==> src/rtl/cdt_pkg.sv <==
// shared constants and types for the coprocessor transfer sequencer
package cdt_pkg;
    localparam int ADDR_W = 32;
    localparam int DATA_W = 32;
    localparam logic [ADDR_W-1:0] FIRST_PC_OFS = 32'h0000_0008;
    localparam logic [ADDR_W-1:0] RESUME_PC_OFS = 32'h0000_000c;
    localparam logic [ADDR_W-1:0] WORD_STEP = 32'h0000_0004;
    localparam logic [ADDR_W-1:0] ADDR_RST = 32'h0000_0000;
    localparam logic [DATA_W-1:0] DATA_RST = 32'h0000_0000;

    typedef enum logic [1:0] {
        CDT_SIZE_BYTE = 2'h0,
        CDT_SIZE_HALF = 2'h1,
        CDT_SIZE_WORD = 2'h2
    } cdt_size_t;

    typedef enum {
        CDT_P_IDLE,
        CDT_P_FIRST,
        CDT_P_WAIT,
        CDT_P_XFER
    } cdt_proc_state_t;

    typedef enum {
        CDT_C_IDLE,
        CDT_C_XFER
    } cdt_cop_state_t;
endpackage

==> src/rtl/cdt_link_if.sv <==
// link between the processor sequencer and the attached coprocessor
`timescale 1ns/100ps
interface cdt_link_if;
    import cdt_pkg::*;
    logic [ADDR_W-1:0] addr;
    cdt_size_t access_size;
    logic write_not_read;
    logic mem_request_n;
    logic sequential_flag;
    logic opcode_fetch_n;
    logic coproc_instr_strobe_n;
    logic coproc_absent;
    logic coproc_busy;
    // memory read data, driven by the memory model outside
    logic [DATA_W-1:0] mem_rdata;
    // coprocessor store data toward memory
    logic [DATA_W-1:0] coproc_data_word;

    modport proc (
        output addr,
        output access_size,
        output write_not_read,
        output mem_request_n,
        output sequential_flag,
        output opcode_fetch_n,
        output coproc_instr_strobe_n,
        input coproc_absent,
        input coproc_busy
    );

    modport cop (
        input write_not_read,
        input coproc_instr_strobe_n,
        input mem_rdata,
        output coproc_absent,
        output coproc_busy,
        output coproc_data_word
    );
endinterface

==> src/rtl/cdt_proc.sv <==
// processor end: sequences coprocessor load and store transfers
`timescale 1ns/100ps

module cdt_proc
    import cdt_pkg::*;
(
    // clock and reset
    input wire logic ref_clk_i,
    input wire logic reset_n_i,
    input wire logic ce_i,
    // link
    cdt_link_if.proc link,
    // instruction issue
    input wire logic start_i,
    input wire logic store_i,
    input wire logic compressed_i,
    input wire logic [cdt_pkg::ADDR_W-1:0] instr_pc_i,
    input wire logic [cdt_pkg::ADDR_W-1:0] base_i,
    // status
    output logic busy_o,
    output logic done_o,
    output logic refused_o,
    output logic undef_trap_o,
    // base write back
    output logic base_wb_valid_o,
    output logic [cdt_pkg::ADDR_W-1:0] base_wb_o
);
    import cdt_pkg::*;

    cdt_proc_state_t state_q;
    logic [ADDR_W-1:0] addr_q;
    logic [ADDR_W-1:0] pc_q;
    logic [ADDR_W-1:0] base_q;
    logic store_q;
    logic opc_n_q;
    logic strobe_n_q;
    logic wnr_q;
    logic in_decide;
    logic in_xfer;
    logic cp_trap;
    logic cp_go;
    logic cp_last;
    logic take;

    function automatic logic both_high(input logic absent,
                                       input logic busy);
        both_high = absent && busy;
    endfunction

    assign in_decide = (state_q == CDT_P_FIRST) || (state_q == CDT_P_WAIT);
    assign in_xfer = (state_q == CDT_P_XFER);
    // trap when coprocessor cannot do it
    assign cp_trap = in_decide
        && both_high(link.coproc_absent, link.coproc_busy);
    // enter the transfer only on busy low
    assign cp_go = in_decide && !link.coproc_busy;
    assign cp_last = in_xfer
        && both_high(link.coproc_absent, link.coproc_busy);
    assign take = (state_q == CDT_P_IDLE) && start_i && !compressed_i;

    always_ff @(posedge ref_clk_i or negedge reset_n_i)
    begin
        if (!reset_n_i)
            state_q <= CDT_P_IDLE;
        else if (ce_i)
        begin
            case (state_q)
                CDT_P_IDLE:
                begin
                    if (take)
                        state_q <= CDT_P_FIRST;
                end
                CDT_P_FIRST, CDT_P_WAIT:
                begin
                    if (cp_trap)
                        state_q <= CDT_P_IDLE;
                    else if (cp_go)
                        state_q <= CDT_P_XFER;
                    else
                        state_q <= CDT_P_WAIT;
                end
                CDT_P_XFER:
                begin
                    if (cp_last)
                        state_q <= CDT_P_IDLE;
                end
                default:
                    state_q <= CDT_P_IDLE;
            endcase
        end
    end

    always_ff @(posedge ref_clk_i or negedge reset_n_i)
    begin
        if (!reset_n_i)
        begin
            pc_q <= ADDR_RST;
            base_q <= ADDR_RST;
            store_q <= 1'b0;
        end
        else if (ce_i && take)
        begin
            pc_q <= instr_pc_i;
            base_q <= base_i;
            store_q <= store_i;
        end
    end

    // address bus
    always_ff @(posedge ref_clk_i or negedge reset_n_i)
    begin
        if (!reset_n_i)
            addr_q <= ADDR_RST;
        else if (ce_i)
        begin
            if (take)
                addr_q <= instr_pc_i + FIRST_PC_OFS;
            else if (cp_go)
                addr_q <= base_q;
            else if (cp_trap || cp_last)
                addr_q <= pc_q + RESUME_PC_OFS;
            else if (in_xfer)
                addr_q <= addr_q + WORD_STEP;
        end
    end

    // registered cycle-type lines, set one edge ahead of their cycle
    always_ff @(posedge ref_clk_i or negedge reset_n_i)
    begin
        if (!reset_n_i)
        begin
            opc_n_q <= 1'b0;
            strobe_n_q <= 1'b1;
            wnr_q <= 1'b0;
        end
        else if (ce_i)
        begin
            if (take)
            begin
                opc_n_q <= 1'b0;
                strobe_n_q <= 1'b0;
                wnr_q <= 1'b0;
            end
            else if (cp_go)
            begin
                opc_n_q <= 1'b1;
                strobe_n_q <= 1'b1;
                wnr_q <= store_q;
            end
            else if (cp_trap || cp_last)
            begin
                opc_n_q <= 1'b0;
                strobe_n_q <= 1'b1;
                wnr_q <= 1'b0;
            end
            else if (state_q == CDT_P_FIRST)
            begin
                opc_n_q <= 1'b1;
                strobe_n_q <= 1'b0;
            end
        end
    end

    assign link.addr = addr_q;
    assign link.opcode_fetch_n = opc_n_q;
    assign link.coproc_instr_strobe_n = strobe_n_q;
    assign link.write_not_read = wnr_q;
    assign link.access_size = CDT_SIZE_WORD;

    // request and sequential follow the handshake in the same cycle
    always_comb
    begin
        if (in_decide)
        begin
            // request drops only as busy falls
            link.mem_request_n = link.coproc_busy;
            link.sequential_flag = 1'b0;
        end
        else if (in_xfer)
        begin
            link.mem_request_n = 1'b0;
            link.sequential_flag = !cp_last;
        end
        else
        begin
            link.mem_request_n = 1'b0;
            link.sequential_flag = 1'b0;
        end
    end

    // base write back each transfer cycle
    always_ff @(posedge ref_clk_i or negedge reset_n_i)
    begin
        if (!reset_n_i)
        begin
            base_wb_valid_o <= 1'b0;
            base_wb_o <= ADDR_RST;
        end
        else if (ce_i)
        begin
            base_wb_valid_o <= in_xfer;
            if (in_xfer)
                base_wb_o <= addr_q + WORD_STEP;
        end
    end

    always_ff @(posedge ref_clk_i or negedge reset_n_i)
    begin
        if (!reset_n_i)
        begin
            done_o <= 1'b0;
            refused_o <= 1'b0;
            undef_trap_o <= 1'b0;
        end
        else if (ce_i)
        begin
            done_o <= cp_last;
            refused_o <= (state_q == CDT_P_IDLE) && start_i && compressed_i;
            undef_trap_o <= cp_trap;
        end
    end

    assign busy_o = (state_q != CDT_P_IDLE);
endmodule

==> src/flat_wrapper.sv <==
// flat-port wrapper written by rule: the top's interface ports become plain ports
module cdt_proc_flat import cdt_pkg::*;
  (ref_clk_i, reset_n_i, ce_i, start_i, store_i, compressed_i, instr_pc_i, base_i, busy_o, done_o, refused_o, undef_trap_o, base_wb_valid_o, base_wb_o, link_addr, link_access_size, link_write_not_read, link_mem_request_n, link_sequential_flag, link_opcode_fetch_n, link_coproc_instr_strobe_n, link_coproc_absent, link_coproc_busy);
  cdt_link_if link_i ();
  input wire logic ref_clk_i;
  input wire logic reset_n_i;
  input wire logic ce_i;
  input wire logic start_i;
  input wire logic store_i;
  input wire logic compressed_i;
  input wire logic [cdt_pkg::ADDR_W-1:0] instr_pc_i;
  input wire logic [cdt_pkg::ADDR_W-1:0] base_i;
  output logic busy_o;
  output logic done_o;
  output logic refused_o;
  output logic undef_trap_o;
  output logic base_wb_valid_o;
  output logic [cdt_pkg::ADDR_W-1:0] base_wb_o;
  output wire logic [$bits(link_i.addr)-1:0] link_addr;
  output wire logic [$bits(link_i.access_size)-1:0] link_access_size;
  output wire logic [$bits(link_i.write_not_read)-1:0] link_write_not_read;
  output wire logic [$bits(link_i.mem_request_n)-1:0] link_mem_request_n;
  output wire logic [$bits(link_i.sequential_flag)-1:0] link_sequential_flag;
  output wire logic [$bits(link_i.opcode_fetch_n)-1:0] link_opcode_fetch_n;
  output wire logic [$bits(link_i.coproc_instr_strobe_n)-1:0] link_coproc_instr_strobe_n;
  input wire logic [$bits(link_i.coproc_absent)-1:0] link_coproc_absent;
  input wire logic [$bits(link_i.coproc_busy)-1:0] link_coproc_busy;
  assign link_addr = link_i.addr;
  assign link_access_size = link_i.access_size;
  assign link_write_not_read = link_i.write_not_read;
  assign link_mem_request_n = link_i.mem_request_n;
  assign link_sequential_flag = link_i.sequential_flag;
  assign link_opcode_fetch_n = link_i.opcode_fetch_n;
  assign link_coproc_instr_strobe_n = link_i.coproc_instr_strobe_n;
  assign link_i.coproc_absent = link_coproc_absent;
  assign link_i.coproc_busy = link_coproc_busy;
  cdt_proc u_core (.ref_clk_i(ref_clk_i), .reset_n_i(reset_n_i), .ce_i(ce_i), .link(link_i), .start_i(start_i), .store_i(store_i), .compressed_i(compressed_i), .instr_pc_i(instr_pc_i), .base_i(base_i), .busy_o(busy_o), .done_o(done_o), .refused_o(refused_o), .undef_trap_o(undef_trap_o), .base_wb_valid_o(base_wb_valid_o), .base_wb_o(base_wb_o));
endmodule
==> config.mk <==
export PLATFORM = sky130hd
export DESIGN_NAME = cdt_proc_flat
export DESIGN_NICKNAME = d
export VERILOG_FILES = /design/src/rtl/cdt_pkg.sv /design/src/rtl/cdt_link_if.sv /design/src/rtl/cdt_proc.sv /design/src/flat_wrapper.sv
export SDC_FILE = /design/constraint.sdc
export NUM_CORES = 1
export LEC_CHECK = 0
export CELL_PAD_IN_SITES_DETAIL_PLACEMENT = 1
export CELL_PAD_IN_SITES_GLOBAL_PLACEMENT = 2
export CORE_MARGIN = 2
export CORE_UTILIZATION = 30
export CTS_CLUSTER_DIAMETER = 50
export DETAILED_ROUTE_END_ITERATION = 7
export DONT_BUFFER_PORTS = 1
export GPL_TIMING_DRIVEN = 0
export PLACE_DENSITY_LB_ADDON = 0.1
export SYNTH_ARGS = -nofsm -noshare
export SYNTH_HDL_FRONTEND = slang
export SYNTH_SLANG_ARGS = --single-unit
==> constraint.sdc <==
create_clock -name ref_clk_i -period 4.3 [get_ports ref_clk_i]
set_input_delay 0.86 -clock ref_clk_i [delete_from_list [all_inputs] [get_ports ref_clk_i]]
set_output_delay 0.86 -clock ref_clk_i [all_outputs]
set_load 0.005 [all_outputs]
Word level (Yosys, flattened, before mapping) --
Cells that the tools add are included.
Operators by class: $add $sub $neg 3, multiply operators 0, divide/modulo/power cells 0, magnitude comparators 0, eq/ne operators 8, shifts and indexed selects 0, muxes and demuxes 23, bitwise logic cells 0, reduce and logical (&&, ||, !) cells 25
Operators by type and width (count):
- 2-to-1 mux 32 bit | 7
- equality test 32 x 2 -> 1 bit (second input constant) | 3
- case mux 32 bit (3 select lines) | 1
- adder 32 x 4 -> 32 bit (second input constant) | 2
- equality test 32 x 3 -> 1 bit (second input constant) | 2
- logical NOT 32 bit | 2
- adder 32 x 3 -> 32 bit (second input constant) | 1
- equality test 32 x 1 -> 1 bit (second input constant) | 1
- nonzero test 32 bit | 1
- 2-to-1 mux 1 bit | 15
- logical AND 1 bit | 8
- AND reduction 2 bit | 4
- nonzero test 4 bit | 2
- != test 2 x 1 -> 1 bit (second input constant) | 2
- logical NOT 1 bit | 3
- AND reduction 3 bit | 1
- nonzero test 3 bit | 1
- logical OR 1 bit | 2
- OR reduction 2 bit | 1
Storage, ports and cells: register bits after elaboration 168, latch bits 0, memory bits (writable) 0, memory bits (read-only) 0, bits of input ports 72, output and inout bits 76, word-level logic and storage cells 72, memories 0

Depth between registers and ports, before layout --
depth in word-level cells 7, mapped depth 10, depth with buffers taken out 8

Worst setup path after synthesis --
Ideal clock, no wire load.
kind input-to-reg, from input compressed_i, to register u_core.addr_q[26], in the netlist u_core.link.addr[26], library setup time 0.094 ns, arrival time 2.118 ns, required time 4.206 ns, setup slack 2.089 ns, stages 6, buffers on the path 1, path through nand3b_1 -> and2_1 -> nand2_1 -> clkbuf_1 -> a221oi_1 -> a221oi_2
Between the ends: longest elaborated chain between the ends 4, elaborated cells on any way between the ends 5, those cells by class 1 x mux; 4 x reduce/logical
RTL lines:
- start: declaration | line flat_wrapper.sv:10 | input wire logic compressed_i;
- logical NOT 1 bit * | line cdt_proc.sv:59 | assign take = (state_q == CDT_P_IDLE) && start_i && !compressed_i;
- logical AND 1 bit * | line cdt_proc.sv:59
- nonzero test 4 bit (no source line)
- AND reduction 2 bit (no source line)
- end signal: assignment | line cdt_proc.sv:117 | addr_q <= instr_pc_i + FIRST_PC_OFS;
- end signal: assignment | line cdt_proc.sv:119 | addr_q <= base_q;
- end signal: assignment | line cdt_proc.sv:121 | addr_q <= pc_q + RESUME_PC_OFS;
- end: declaration | line cdt_proc.sv:31 | logic [ADDR_W-1:0] addr_q;
Every way passes the cells marked *; elsewhere a longest branch is shown, timed or not. A chain may end at the register's enable or synchronous reset.

Final worst setup path --
from register u_core.state_q[1], to register u_core.addr_q[27], in the netlist u_core.link.addr[27]
Between the ends: longest elaborated chain between the ends 7, elaborated cells on any way between the ends 16, those cells by class 3 x eq/ne; 3 x mux; 10 x reduce/logical
RTL lines:
- start: declaration | line cdt_proc.sv:30 | cdt_proc_state_t state_q;
- start signal: assignment | line cdt_proc.sv:64 | state_q <= CDT_P_IDLE;
- start signal: assignment | line cdt_proc.sv:71 | state_q <= CDT_P_FIRST;
- start signal: assignment | line cdt_proc.sv:76 | state_q <= CDT_P_IDLE;
- equality test 32 x 2 -> 1 bit / equality test 32 x 3 -> 1 bit (equally long branches) | line cdt_proc.sv:50 | assign in_decide = (state_q == CDT_P_FIRST) || (state_q == CDT_P_WAIT);
- logical OR 1 bit | line cdt_proc.sv:50
- logical AND 1 bit | line cdt_proc.sv:54 | && both_high(link.coproc_absent, link.coproc_busy);
- logical OR 1 bit | line cdt_proc.sv:120 | else if (cp_trap || cp_last)
- 2-to-1 mux 32 bit | line cdt_proc.sv:120
- 2-to-1 mux 32 bit | line cdt_proc.sv:118 | else if (cp_go)
- 2-to-1 mux 32 bit | line cdt_proc.sv:116 | if (take)
Parallel ways exist; a longest one is shown, timed or not.

==> results.py <==
metrics = {
    "global_routing": {
        "gr-usage-met3_pct": 4.797,
        "grt_first_pass_wirelength_um": 45440,
        "grtUsageTotal_pct": 22.96,
        "grt_max_degree": 139,
        "grt_util_met1_pct": 34.03,
        "antenna_found_initial": 0,
        "grt_busiest_layer": "met2",
        "grt_use_met2_pct": 34.44,
        "overflow": 0,
        "grt_pass1_vias": 6943,
    },
    "placement": {
        "dp_slack_ns": 1.165,
        "gp_congestion": 0.8299,
        "dp_hpwl_um": 23170,
        "dp.cells": 1254,
        "port_buffers": 0,
    },
    "pwr": {
        "irDropWorstVdd_v": 0.0002400,
        "p_int_mw": 3.613,
        "p_clk_share_pct": 25.8,
        "switching_share_pct": 42.52,
        "leakagePower_nw": 3.870,
        "p_per_area_nw_per_um2": 714.2,
        "p_comb_share_pct": 33.4,
        "p_total_mw": 6.285,
        "p_seq_share_pct": 40.8,
        "switching_power_mw": 2.672,
    },
    "floorplan": {
        "io_pins": 148,
        "rows": 58,
        "fp.dieW_um": 164.8,
        "dieHeight_um": 164.8,
        "core_um2": 25250,
        "die_area_um2": 27160,
        "start_util_pct": 30.71,
    },
    "routing": {
        "finalWirelength_um": 29950,
        "num_vias": 6684,
        "viasPerCell": 5.202,
        "wl_per_cell_um": 23.31,
        "drc_errors": 0,
        "drt_iter0_markers": 324,
        "route.antenna.remaining_nets": 0,
        "drt_first_pass_iters": 6,
    },
    "clocking": {
        "cts_resized": 0,
        "clk_pin_slew_ns": 0.07,
        "clk_path_buf_depth": 2,
        "numCtsBuffers": 17,
        "cts_setup_buffers": 0,
        "cts.sinks": 138,
        "insertion_delay_ns": 0.43,
        "root_buffer": "clkbuf_16",
        "cts_tree": "done",
        "cts_hold_buffers": 0,
        "htree_levels": 4,
    },
    "yosys": {
        "yosysSeqAreaShare_pct": 44.54,
        "netlist_area_um2": 7756,
        "ys_warn_count": 0,
        "ys_ff_latch": 138,
        "synth_area_leaders": "dfrtp_1 44%, nand2_1 15%, xnor2_1 5.2%",
        "yosysUniqueCellTypes": 58,
        "synth_edf_count": 0,
        "async_flop_share_pct": 100.0,
        "synthesis.instances": 924,
        "yosys.area.top_type": "dfrtp_1",
        "syn_nets": 1002,
        "synthesis.area_per_instance_um2": 8.394,
        "synth_top_area_share_pct": 44.20,
        "ys.flop_type": "dfrtp_1",
    },
    "timing": {
        "setup_viol": 0,
        "worstMarginPinSlew_ns": 1.173,
        "hold_viol_final": 0,
        "fin_worst_skew_ns": 0.01510,
        "fin_crit_ns": 3.047,
        "slew_violations": 0,
        "rsz0062_at_grt": "no",
        "max_slew_margin_pct": 21.47,
        "worst_slack_ns": 1.253,
        "final.setup.tns_ns": 0,
        "fmax_mhz": 328.2,
        "final.period_utilization_pct": 70.86,
    },
    "setup_path": {
        "path_class": "reg2reg",
        "cp-end-kind": "flop",
        "crit_path_start_kind": "flop",
        "critPathRequiredTime_ns": 4.64,
        "cp.arrival_ns": 3.38,
        "crit_fanout": 10,
    },
    "finish": {
        "antenna-diode-count": 0,
        "syn_to_final_growth_pct": 13.45,
        "fin_util_pct": 34.84,
        "mostFrequentLayoutCell": "nand2_1",
        "instances_no_fill": 1285,
        "drive_gt1_share_pct": 7.120,
        "fin_nets": 1021,
        "layout_common_cells": "301 x nand2_1, 137 x dfrtp_1, 54 x o21ai_0, 46 x xnor2_1, 40 x nor2_1",
    },
    "hold_path": {
        "min_path_type": "in2async",
    },
    "job": {
        "cap_violations": 0,
    },
    "run_status": {
        "outcome": "completed",
    },
}
-- state kept, by name, indices dropped and copies added, names as in the netlist --
signal / flops
u_core.link.coproc_instr_strobe_n: 1
u_core.base_wb_valid_o: 1
u_core.link.addr: 32
u_core.link.write_not_read: 1
u_core.refused_o: 1
u_core.store_q: 1
u_core.link.opcode_fetch_n: 1
u_core.pc_q: 32
u_core.base_wb_o: 32
u_core.undef_trap_o: 1
u_core.base_q: 32
u_core.state_q: 2
u_core.done_o: 1
-- synthesized netlist by cell type, types with 4 or more instances --
cell / number
nand2_1: 301
dfrtp_1: 137
o21ai_0: 54
xnor2_1: 46
nor2_1: 40
clkbuf_1: 38
xor2_1: 31
nand3_1: 29
nand4_1: 29
a21oi_1: 28
inv_1: 16
a221oi_1: 13
buf_2: 13
and3_1: 12
nor3_1: 10
a211oi_1: 9
and2_1: 8
a31oi_1: 6
ha_1: 6
nor4_1: 6
o22ai_1: 6
a221oi_2: 5
and4_1: 5
o221ai_1: 5
o31ai_1: 5
mux2i_1: 4
nand2b_1: 4
o211ai_1: 4
-- metal layers --
metal  up-vias  routed length (um)
li1       3211                   -
met1      3305               15090
met2       151               13000
met3        17                1509
met4         0                 348
met5         -                   0
-- layout make-up --
class / instances / area (um2)
fillers: 2985 / 16450
flip-flops and latches: 138 / 3455
well taps: 330 / 412.9
multi-input cells: 717 / 4019
plain buffers: 53 / 222.7
clock inverters: 13 / 191.4
inverters: 16 / 60.06
clock buffers: 18 / 439.2
-- power by group through the flow --
stage	registers, mW	clock network (mW)	logic, mW
global placement	2.58	0	2.06
CTS	2.57	1.66	2.10
detailed placement	2.60	0	2.08
finish	2.57	1.62	2.10
floorplan	2.31	0	1.48
global route	2.66	1.71	2.36
-- through the flow --
step,hold WS (ns),instance area [um2]
final,0.1282,8800
after global routing,0.1093,8800
after CTS,0.1061,8800
after detailed placement,0.4710,8169
after global placement,0.4591,8169
after floorplan,0.4404,7756
-- kinds of logic (layout without fill, tap and decap cells) --
kind of cell	after synthesis	after routing	synth area share, %
multiplexers	4	4	0.5162
adder cells (fa/ha/maj)	6	6	0.9679
flip-flops	138	138	44.54
buffers and inverters	69	100	3.646
AO/OA/AOI/OAI	163	163	14.23
AND/OR/NAND/NOR	465	465	27.31
XOR/XNOR	77	77	8.695
other	2	2	0.09683
-- worst paths after layout --
path / startpoint / slack (ns) / cells past startpoint / end
setup / recovery: u_core.state_q[1] / 1.25 / 8 / u_core.link.addr[27]
hold / removal: reset_n_i / 0.13 / 0 / u_core.base_q[0]
setup reg to reg: u_core.state_q[1] / 1.25 / 8 / u_core.link.addr[27]
hold reg to reg: u_core.base_q[26] / 0.48 / 2 / u_core.base_q[26]
max in group asynchronous: reset_n_i / 3.91 / 0 / u_core.link.coproc_instr_strobe_n
min in group ref_clk_i: u_core.base_q[26] / 0.48 / 2 / u_core.base_q[26]
-- worst max-delay path, cell delays in order (launching register included) --
cell,delay [ns]
dfrtp_1,0.44
inv_1,0.08
ha_1,0.27
clkbuf_1,0.36
nor2b_1,0.18
clkbuf_1,0.52
clkbuf_1,0.52
a221oi_1,0.27
a221oi_2,0.29
Power figures use the tool's default switching activity.
